### src/rtl/std_timer_defines.svh
// constants for the standard timer: widths, limits and timing counts
`ifndef STD_TIMER_DEFINES_SVH
`define STD_TIMER_DEFINES_SVH

// ------------------------------------------------------------
// widths
// ------------------------------------------------------------
`define TMR_CNT_W 10
`define TMR_LEN_W 11

// ------------------------------------------------------------
// reset values and limits
// ------------------------------------------------------------
`define TMR_CNT_RST 10'h000
`define TMR_CNT_MAX 10'h3FF
`define TMR_FULL_LEN 11'h400
`define TMR_STEP_SHIFT 7

// ------------------------------------------------------------
// timing in ref clock cycles
// ------------------------------------------------------------
// capture flag follows the latch by one cycle
`define TMR_CAP_FLAG_DLY 1

`endif

### src/rtl/std_timer_pkg.sv
// types shared by the standard timer modules
package std_timer_pkg;

  // ------------------------------------------------------------
  // modes and pin actions
  // ------------------------------------------------------------
  typedef enum logic [1:0] {
    MODE_COMPARE = 2'b00,
    MODE_CAPTURE = 2'b01,
    MODE_PWM = 2'b10,
    MODE_TIMER = 2'b11
  } mode_type;

  typedef enum logic [1:0] {
    ACT_INACTIVE = 2'b00,
    ACT_ACTIVE = 2'b01,
    ACT_PWM = 2'b10,
    ACT_PULSE = 2'b11
  } pin_act_type;

  // capture edge codes share the pin action field
  typedef enum logic [1:0] {
    CAP_RISE = 2'b00,
    CAP_FALL = 2'b01,
    CAP_BOTH = 2'b10,
    CAP_OFF = 2'b11
  } cap_edge_type;

  // ------------------------------------------------------------
  // state records
  // ------------------------------------------------------------
  typedef struct packed {
    logic s1;
    logic s2;
    logic s3;
  } sync_state_type;

  typedef struct packed {
    logic run;
    logic [9:0] cnt;
    logic [9:0] a_val;
    logic cap_pend;
    logic a_flag;
    logic p_flag;
    logic irq;
    logic out;
  } timer_state_type;

endpackage

### src/rtl/pin_sync.sv
// two-flop synchroniser with edge detection for one input pin
`timescale 1ns/100ps
module pin_sync
  import std_timer_pkg::*;
(
  input wire logic ref_clk_i,
  input wire logic rst_n_i,
  input wire logic pin_i,
  output logic rise_o,
  output logic fall_o
);

  sync_state_type st_reg;
  sync_state_type st_next;

  // edges are judged between the second and third stage only
  always_comb begin
    st_next = st_reg;
    st_next.s1 = pin_i;
    st_next.s2 = st_reg.s1;
    st_next.s3 = st_reg.s2;
  end

  always_ff @(posedge ref_clk_i) begin
    if (!rst_n_i) begin
      st_reg <= '0;
    end else begin
      st_reg <= st_next;
    end
  end

  assign rise_o = st_reg.s2 & ~st_reg.s3;
  assign fall_o = ~st_reg.s2 & st_reg.s3;

endmodule

### src/rtl/pwm_limits.sv
// period and duty lengths of the pwm waveform from the two compare values
`timescale 1ns/100ps
`include "std_timer_defines.svh"
module pwm_limits
  import std_timer_pkg::*;
(
  input wire logic [9:0] compare_a_value_i,
  input wire logic [9:0] compare_p_value_i,
  input wire logic period_duty_swap_i,
  output logic [10:0] period_len_o,
  output logic [10:0] duty_len_o
);

  logic [10:0] p_len;
  logic [10:0] a_len;

  // only the three low bits of compare p scale by 128; zero means full range
  always_comb begin
    if (compare_p_value_i[2:0] == 3'h0) begin
      p_len = `TMR_FULL_LEN;
    end else begin
      p_len = {1'b0, compare_p_value_i[2:0], 7'h00};
    end
    if (compare_a_value_i == `TMR_CNT_RST) begin
      a_len = `TMR_FULL_LEN;
    end else begin
      a_len = {1'b0, compare_a_value_i};
    end
    if (period_duty_swap_i) begin
      period_len_o = a_len;
      duty_len_o = p_len;
    end else begin
      period_len_o = p_len;
      duty_len_o = {1'b0, compare_a_value_i};
    end
  end

endmodule

### src/rtl/std_timer.sv
// standard 10-bit timer: pwm output, single pulse output and input capture
//
// What this block does
// - swap low: period is compare p bits 2:0 times 128, or 1024 at zero; duty compare a.
// - swap high: period from compare a; duty compare p bits 2:0 times 128, or 1024.
// - duty at or above period keeps the output active for the whole period.
// - the comparator holding the period clears the counter and starts a period.
// - counting continues while the pin is forced inactive or active.
// - clear source select has no effect in pwm mode.
// - a counter run rising edge starts the counter and the pulse leading edge.
// - an ext clock pin rising edge sets counter run in single pulse mode.
// - the pulse trailing edge follows counter run going low.
// - compare a match clears counter run, ends the pulse and raises the interrupt.
// - single pulse counter returns to zero only on run rising; p ignored.
// - mode 01 is capture; pin action picks the edge; run rising starts count.
// - the selected capture edge copies the counter into compare a, with interrupt.
// - in capture the counter runs freely until counter run falls.
// - compare p match clears the counter and interrupts; zero gives full range.
// - pin action 11 in capture disables capture but the counter keeps running.
// - capture pulses shorter than two timer clocks may be lost.
// - latch within 1.5 timer clocks of the edge; flag follows the latch.
// - capture has no output; level, invert, clear select and swap unused.
// - initial level sets pwm active polarity; invert flips the waveform.
// - counter and both compare values are 10 bits, counter reset to zero.
`timescale 1ns/100ps
`include "std_timer_defines.svh"
module std_timer
  import std_timer_pkg::*;
(
  input wire logic ref_clk_i,
  input wire logic rst_n_i,
  input wire logic timer_tick_i,
  input wire logic [1:0] operating_mode_select_i,
  input wire logic [1:0] pin_action_select_i,
  input wire logic period_duty_swap_i,
  input wire logic clear_source_select_i,
  input wire logic output_initial_level_i,
  input wire logic output_invert_i,
  input wire logic counter_run_wr_i,
  input wire logic counter_run_wdata_i,
  input wire logic compare_a_wr_i,
  input wire logic [9:0] compare_a_wdata_i,
  input wire logic [9:0] compare_p_value_i,
  input wire logic compare_a_flag_clr_i,
  input wire logic compare_p_flag_clr_i,
  input wire logic ext_clock_pin_i,
  input wire logic capture_input_pin_i,
  output logic counter_run_o,
  output logic [9:0] counter_value_o,
  output logic [9:0] compare_a_value_o,
  output logic compare_a_flag_o,
  output logic compare_p_flag_o,
  output logic timer_irq_o,
  output logic timer_out_o
);

  // ------------------------------------------------------------
  // pin synchronisers
  // ------------------------------------------------------------
  logic ext_rise;
  logic cap_rise;
  logic cap_fall;

  pin_sync u_ext_sync (
    .ref_clk_i(ref_clk_i),
    .rst_n_i(rst_n_i),
    .pin_i(ext_clock_pin_i),
    .rise_o(ext_rise),
    .fall_o()
  );

  // the sync depth is the capture latency; short pulses can be missed
  pin_sync u_cap_sync (
    .ref_clk_i(ref_clk_i),
    .rst_n_i(rst_n_i),
    .pin_i(capture_input_pin_i),
    .rise_o(cap_rise),
    .fall_o(cap_fall)
  );

  // ------------------------------------------------------------
  // state and decode
  // ------------------------------------------------------------
  timer_state_type st_reg;
  timer_state_type st_next;

  logic [10:0] period_len;
  logic [10:0] duty_len;

  pwm_limits u_limits (
    .compare_a_value_i(st_reg.a_val),
    .compare_p_value_i(compare_p_value_i),
    .period_duty_swap_i(period_duty_swap_i),
    .period_len_o(period_len),
    .duty_len_o(duty_len)
  );

  mode_type mode;
  pin_act_type act;
  logic is_pwm;
  logic is_pulse;
  logic is_cap;
  logic set_req;
  logic clr_req;
  logic start;
  logic [9:0] cnt_inc;
  logic [9:0] period_last;
  logic [9:0] cap_limit;
  logic cap_hit;
  logic full_duty;
  logic pwm_level;
  logic a_set;
  logic p_set;

  assign mode = mode_type'(operating_mode_select_i);
  assign act = pin_act_type'(pin_action_select_i);
  assign is_pwm = (mode == MODE_PWM);
  // clear source select is never read: no mode here uses it
  assign is_pulse = is_pwm && (act == ACT_PULSE);
  assign is_cap = (mode == MODE_CAPTURE);
  assign cnt_inc = st_reg.cnt + 10'h001;
  assign period_last = period_len[9:0] - 10'h001;
  // compare p of zero lets the counter run to its top value
  assign cap_limit = (compare_p_value_i == `TMR_CNT_RST) ? `TMR_CNT_MAX
                     : compare_p_value_i;
  assign set_req = (counter_run_wr_i && counter_run_wdata_i) || (is_pulse && ext_rise);
  assign clr_req = counter_run_wr_i && !counter_run_wdata_i;
  assign start = !st_reg.run && set_req;
  assign full_duty = (duty_len >= period_len);

  // capture edge select; code 11 disables capture but not counting
  always_comb begin
    cap_hit = 1'b0;
    if (is_cap && st_reg.run) begin
      case (cap_edge_type'(pin_action_select_i))
        CAP_RISE: cap_hit = cap_rise;
        CAP_FALL: cap_hit = cap_fall;
        CAP_BOTH: cap_hit = cap_rise | cap_fall;
        CAP_OFF: cap_hit = 1'b0;
        default: cap_hit = 1'b0;
      endcase
    end
  end

  // ------------------------------------------------------------
  // next state
  // ------------------------------------------------------------
  always_comb begin
    st_next = st_reg;
    st_next.irq = 1'b0;
    st_next.cap_pend = 1'b0;
    a_set = 1'b0;
    p_set = 1'b0;
    pwm_level = 1'b0;
    if (start) begin
      st_next.run = 1'b1;
      st_next.cnt = `TMR_CNT_RST;
    end else if (st_reg.run && clr_req) begin
      st_next.run = 1'b0;
    end else if (st_reg.run && timer_tick_i) begin
      if (is_pulse) begin
        st_next.cnt = cnt_inc;
        if (cnt_inc == st_reg.a_val) begin
          st_next.run = 1'b0;
          a_set = 1'b1;
        end
      end else if (is_pwm) begin
        // counting goes on whatever the pin action forces
        if (st_reg.cnt == period_last) begin
          st_next.cnt = `TMR_CNT_RST;
        end else begin
          st_next.cnt = cnt_inc;
        end
        if (st_reg.cnt == period_last) begin
          if (period_duty_swap_i) begin
            a_set = 1'b1;
          end else begin
            p_set = 1'b1;
          end
        end
        if ({1'b0, cnt_inc} == duty_len) begin
          if (period_duty_swap_i) begin
            p_set = 1'b1;
          end else begin
            a_set = 1'b1;
          end
        end
      end else begin
        if (st_reg.cnt == cap_limit) begin
          st_next.cnt = `TMR_CNT_RST;
          p_set = 1'b1;
        end else begin
          st_next.cnt = cnt_inc;
        end
      end
    end
    // capture beats a software write to compare a in the same cycle
    if (cap_hit) begin
      st_next.a_val = st_reg.cnt;
      st_next.cap_pend = 1'b1;
    end else if (compare_a_wr_i) begin
      st_next.a_val = compare_a_wdata_i;
    end
    if (st_reg.cap_pend) begin
      a_set = 1'b1;
    end
    // a set arriving with its clear wins
    st_next.a_flag = (st_reg.a_flag && !compare_a_flag_clr_i) || a_set;
    st_next.p_flag = (st_reg.p_flag && !compare_p_flag_clr_i) || p_set;
    st_next.irq = a_set || p_set;
    // output level, taken from the next counter so the pin lines up with it
    if (is_pwm) begin
      if (act == ACT_PULSE) begin
        pwm_level = st_next.run;
      end else if (act == ACT_ACTIVE) begin
        pwm_level = 1'b1;
      end else if (act == ACT_PWM) begin
        pwm_level = st_next.run && (full_duty || ({1'b0, st_next.cnt} < duty_len));
      end else begin
        pwm_level = 1'b0;
      end
      st_next.out = (pwm_level ~^ output_initial_level_i) ^ output_invert_i;
    end else begin
      st_next.out = 1'b0;
    end
  end

  always_ff @(posedge ref_clk_i) begin
    if (!rst_n_i) begin
      st_reg <= '0;
    end else begin
      st_reg <= st_next;
    end
  end

  assign counter_run_o = st_reg.run;
  assign counter_value_o = st_reg.cnt;
  assign compare_a_value_o = st_reg.a_val;
  assign compare_a_flag_o = st_reg.a_flag;
  assign compare_p_flag_o = st_reg.p_flag;
  assign timer_irq_o = st_reg.irq;
  assign timer_out_o = st_reg.out;
endmodule

### config.mk
export PLATFORM = sky130hd
export DESIGN_NAME = std_timer
export DESIGN_NICKNAME = d
export VERILOG_FILES = /design/src/rtl/std_timer_pkg.sv /design/src/rtl/pin_sync.sv /design/src/rtl/pwm_limits.sv /design/src/rtl/std_timer.sv
export VERILOG_INCLUDE_DIRS = /design/src /design/src/rtl
export SDC_FILE = /design/constraint.sdc
export NUM_CORES = 1
export LEC_CHECK = 0
export BUFFER_PORTS_ARGS = -buffer_cell sky130_fd_sc_hd__buf_4
export CAP_MARGIN = 20
export CELL_PAD_IN_SITES_DETAIL_PLACEMENT = 1
export CELL_PAD_IN_SITES_GLOBAL_PLACEMENT = 2
export CORE_AREA = 2 2 105 107
export CTS_CLUSTER_DIAMETER = 150
export DETAILED_ROUTE_END_ITERATION = 10
export DIE_AREA = 0 0 107 109
export PLACE_DENSITY_LB_ADDON = 0.1
export SLEW_MARGIN = 20
export SYNTH_ARGS = -nofsm -noshare
export SYNTH_HDL_FRONTEND = slang
export SYNTH_SLANG_ARGS = --single-unit
### constraint.sdc
create_clock -name ref_clk_i -period 16 [get_ports ref_clk_i]
set_clock_uncertainty 0.2 [all_clocks]
set_input_delay 2.4 -clock ref_clk_i [delete_from_list [all_inputs] [get_ports ref_clk_i]]
set_output_delay 2.4 -clock ref_clk_i [all_outputs]
set_load 0.005 [all_outputs]
* Word-level counts from Yosys, hierarchy flattened
Cells that the tools add are included.
** Word-level totals
- Output and inout port bits :: 25
- Flip-flop bits (word level) :: 32
- Bits of input ports :: 38
- Logic and storage cells :: 107
** Operators by class
- Equal/unequal tests :: 9
- Reduce and logical (&&, ||, !) cells :: 26
- Bitwise operators :: 9
- Order comparisons :: 2
- Mux-type cells :: 45
- Add/sub/neg operators :: 2
** Operator list (number)
- $mux 10 :: 8
- $mux 11 :: 6
- $eq 10x10->1 :: 3
- $mux 1 :: 30
- $logic_not 10->1 :: 2
- $eq 10x11->1 :: 1
- $ge 11x11->1 :: 1
- $logic_and 1x1->1 :: 11
- $lt 10x11->1 :: 1
- $add 10x1->10 const B :: 1
- $sub 10x1->10 const B :: 1
- $eq 2x2->1 const B :: 3
- $logic_or 1x1->1 :: 5
- $eq 2x1->1 const B :: 2
- $logic_not 1->1 :: 4
- $pmux 1 s4 :: 1
- $and 1x1->1 :: 3
- $logic_not 3->1 :: 1
- $not 1->1 :: 3
- $logic_not 2->1 :: 1
- $reduce_and 2->1 :: 1
- $reduce_bool 2->1 :: 1
- $or 1x1->1 :: 1
- $xnor 1x1->1 :: 1
- $xor 1x1->1 :: 1

* Longest topological paths before layout
- Depth after elaboration :: 20
- Gate-level depth with buffers :: 23
- Depth with buffers taken out :: 19

* By module
Synthesis repeated with hierarchy kept, for this count alone.
** Unflattened totals
- Cell total of the unflattened synthesis :: 501
- Area, all modules :: 3764.9 µm²
** Modules (own cells, without submodules)
- std_timer :: cells an instance 457, area an instance 3326.9 µm², sequential area each 520.5 µm², times used 1
- pwm_limits :: cells an instance 28, area an instance 255.2 µm², sequential area each 0.0 µm², times used 1
- pin_sync :: cells an instance 8, area an instance 91.3 µm², sequential area each 60.1 µm², times used 2

* Least setup slack after synthesis
Ideal clock, no wire load.
- Kind :: input-to-reg
- Start :: input period_duty_swap_i
- End :: register st_reg, in the netlist timer_out_o
- Path buffers :: 3
- Data arrival time :: 6.668 ns
- Setup time :: 0.080 ns
- Stages on the path :: 21
- Required time :: 15.720 ns
- Path slack :: 9.052 ns
- Cells stage by stage :: buf_2 buf_2 clkbuf_1 nand2_1 ha_1 nor4bb_1 a221oi_1 xnor2_1 o2111ai_1 or3_1 a21oi_2 nor3_1 ha_1 a21o_1 a21o_1 a211oi_1 nor3b_1 o21a_1 a211oi_1 nand3_1 a211oi_2
** RTL lines
- from (decl) :: line std_timer.sv:35 : input wire logic period_duty_swap_i,
- to (signal assigned) :: line std_timer.sv:232 : st_reg <= st_next;
- to (decl) :: line std_timer.sv:84 : timer_state_type st_reg;

==> summary.md <==
| Metric | Value |
|---|---|
| Outcome | `complete, no violations` |
| WHS | `234.0 ps` |
| DR iter-0 viols | `188` |
| Cts repair resizes | `0` |
| Total die area | `11660 um^2` |
| Synth top area share | `17.73%` |
| # hold bufs at CTS | `0` |
| Die Y | `109 um` |
| Int Pwr | `146.7 uW` |
| Post-layout util | `38.47%` |
| Post-CTS setup buffer count | `0` |
| Post-synthesis simple-gate area fraction | `26.90%` |
| Worst VDD drop | `0.00004664 V` |
| Crit. End Element | `register` |
| I/O Pins | `63` |
| Mapped cell area | `3613 um^2` |
| Crit-path max cell delay | `550 ps` |
| Post-detail-place hpwl | `9.892 mm` |
| Worst EP arrival | `7020 ps` |
| Unrepaired setup endpoints after global routing | `false` |
| Achievable frequency | `0.1428 GHz` |
| Worst skew pair latency | `300 ps` |
| Hold WC Path Type | `register to register` |
| Pre-antenna DRT Iters | `4` |
| Remaining Overflow, GRT | `0` |
| Fillers | `1325` |
| Initial antenna violation count | `0` |
| Final period utilization | `43.76%` |
| Vias per cell | `5.782` |
| Clock Root Buffer | `clkbuf_8` |
| Fraction of layout cells with a size suffix above 1 | `17.36%` |
| Number of synthesized register bits | `32` |
| # rows | `38` |
| Post-synthesis average cell area | `7.420 um^2` |
| Post-synthesis sequential area ratio | `17.73%` |
| FFs w/ async S/R, synth | `0%` |
| Largest family of logic cells by synthesized area | `simple AND/OR/NAND/NOR gates` |
| Syn Inst Count | `487` |
| Endpoints failing setup | `0` |
| CP required | `16020 ps` |
| Slew of the pin with the lowest slew margin | `845.4 ps` |
| Warnings from Yosys | `0` |
| Final-stage net count | `562` |
| CP Class | `input pin to register` |
| Startpoint Class | `input pin` |
| Prevailing post-synth register cell | `dfxtp_1` |
| PD cells | `54.80 nW/um^2` |
| Syn Nets | `543` |
| Routed WL | `12.94 mm` |
| # DRC | `0` |
| Leakage | `0.001615 uW` |
| Clock Path Buffers | `2` |
| Final hold vios | `0` |
| Routability cong. | `0.8464` |
| Total power | `223.5 uW` |
| Area contributors post-synth | `dfxtp_1, ha_1, xnor2_1` |
| Final Slew Violations | `0` |
| Met2 wire length | `6.175 mm` |
| Diode count | `0` |
| Clk pin slew, worst setup/hold paths | `80 ps` |
| Clock power frac | `31.2%` |
| # clock sinks | `32` |
| Routed len/inst | `20.00 um` |
| Worst-path cell chain | `buf_4 > clkinv_1 > a211o_1 > o32ai_1 > o2111ai_1 > or3_1 > a21oi_2 > nor3_1 > ha_1 > a21o_1 > a21o_1 > a211oi_1 > nor3b_1 > o21a_1 > a211oi_1 > nand3_1 > a211oi_2` |
| Core area | `10600 um^2` |
| CTS tree | `done` |
| Worst-path maximum fanout | `28` |
| Worst slew margin | `43.12%` |
| Switching share of power | `34.38%` |
| Highest metal used | `met4` |
| Met3 WL | `464 um` |
| Adder-cell share of the synthesized area | `6.233%` |
| First-pass GRT wire length | `20.13 mm` |
| Final ANT Viol Nets | `0` |
| DR vias | `3741` |
| Placed cells | `639` |
| Largest net degree at the start of global routing | `29` |
| Overall die width | `107 um` |
| Reg power frac | `39.8%` |
| Post-synth top area cell | `dfxtp_1` |
| Combinational Power Share | `29.0%` |
| Synth cell types | `70` |
| Vias in the first global route | `3636` |
| Synth Area in Compound Gates | `25.69%` |
| Slowest CP cell | `clkinv_1` |
| Met1 WL | `6.105 mm` |
| Max-Cap Viols | `0` |
| Finished Layout Cells | `647` |
| Multiplexer share of the synthesized area | `4.813%` |
| EDFF count, synth | `0` |
| Fin crit period | `7001 ps` |
| # H-tree levels | `2` |
| Global-route total usage across every layer | `22.57%` |
| Setup_tns | `0 ps` |
| IO Port Bufs | `61` |
| Post-synthesis xor/xnor area fraction | `8.899%` |
| P_sw | `76.84 uW` |
| Area grow syn2layout | `12.88%` |
| Starting Density | `34.08%` |
| CTS Buf Count | `5` |
==> metal layers <==
metal / global-route usage (%) / vias up
li1: - / 1804
met1: 30.47 / 1847
met2: 38.13 / 78
met3: 2.989 / 12
met4: 5.659 / 0
met5: 0 / -
==> logic make-up (layout without fill, tap and decap cells) <==
logic type,after synthesis,count (layout)
AOI/OAI and AO/OA,132,132
and+or+nand+nor,184,184
buffers and inverters,69,89
muxes,17,17
xor gates and xnor gates,35,35
adders and majority gates,18,18
DFF,32,32
==> cell usage after synthesis (14+ instances only) <==
master,instances
o21ai_0,20
ha_1,18
a21oi_1,32
nand2_1,45
dfxtp_1,32
nor3_1,17
buf_4,21
mux2i_1,16
nor2_1,41
inv_1,14
xnor2_1,24
clkbuf_1,23
==> cell usage in the layout (no fill, tap or decap), types with 3 or more instances in the layout <==
cell type / Yosys / layout
a21boi_0: 3 / 3
nand4_1: 8 / 8
xnor2_1: 24 / 24
and3_1: 6 / 6
ha_1: 18 / 18
and2_1: 7 / 7
nand4b_1: 4 / 4
clkbuf_8: 0 / 6
o211ai_1: 8 / 8
nor3_1: 17 / 17
inv_1: 14 / 14
a21oi_2: 3 / 3
or3_1: 5 / 5
o21ai_0: 20 / 20
o22ai_1: 7 / 7
a21o_1: 5 / 5
xor2_1: 10 / 10
buf_4: 21 / 65
a32oi_1: 6 / 6
a21oi_1: 32 / 32
a31oi_1: 6 / 6
a211oi_1: 13 / 13
mux2i_1: 16 / 16
nand3_1: 13 / 13
dfxtp_1: 32 / 32
o21a_1: 3 / 3
nor4bb_1: 6 / 6
nor2_1: 41 / 41
and4_1: 5 / 5
nor2b_1: 5 / 5
nand2b_1: 7 / 7
nand2_1: 45 / 45
==> per-stage QoR <==
| step | instance area [um^2] | setup WS [ps] |
|---|---|---|
| after floorplan | 3613 | 9052 |
| after global placement | 3985 | 8678 |
| after detailed placement | 3985 | 8707 |
| after CTS | 4079 | 9014 |
| after global routing | 4079 | 8611 |
| final | 4079 | 8999 |
==> path summary, 6_finish.rpt <==
check | start | endpoint | slack, ps | depth (start not counted)
worst max-delay path | period_duty_swap_i | timer_out_o | 9000 | 17
worst min register to register | u_ext_sync.st_next[1] | u_ext_sync.st_next[0] | 230 | 1
worst min-delay path | u_ext_sync.st_next[1] | u_ext_sync.st_next[0] | 230 | 1
worst max register to register | compare_a_value_o[0] | timer_out_o | 10820 | 18
==> worst max-delay path: cells and delay by family <==
kind | cells | cell delay [ps]
compound gates | 10 | 2560
buf+inv | 2 | 860
simple gates | 4 | 830
fa+ha+maj | 1 | 360
==> cell type report <==
| type | instances | area [um^2] | area share, % |
|---|---|---|---|
| multi-input combinational | 386 | 2621 | 64.26 |
| sequential | 32 | 640.6 | 15.71 |
| timing repair buffer | 65 | 488.0 | 11.96 |
| tap | 140 | 175.2 | 4.294 |
| clock buffer | 7 | 86.33 | 2.117 |
| inverter | 16 | 60.06 | 1.472 |
| clock inverter | 1 | 7.507 | 0.1840 |
==> power by group through the flow <==
stage               Clock, uW  Sequential, uW  Combinational (uW)
floorplan                   0            86.2                46.6
global placement            0            90.7                62.9
detailed placement          0            90.7                64.4
CTS                      72.7            88.9                64.9
global route             75.2            89.4                71.8
finish                   69.7            89.0                64.9
(Power assumes the default switching activity.)
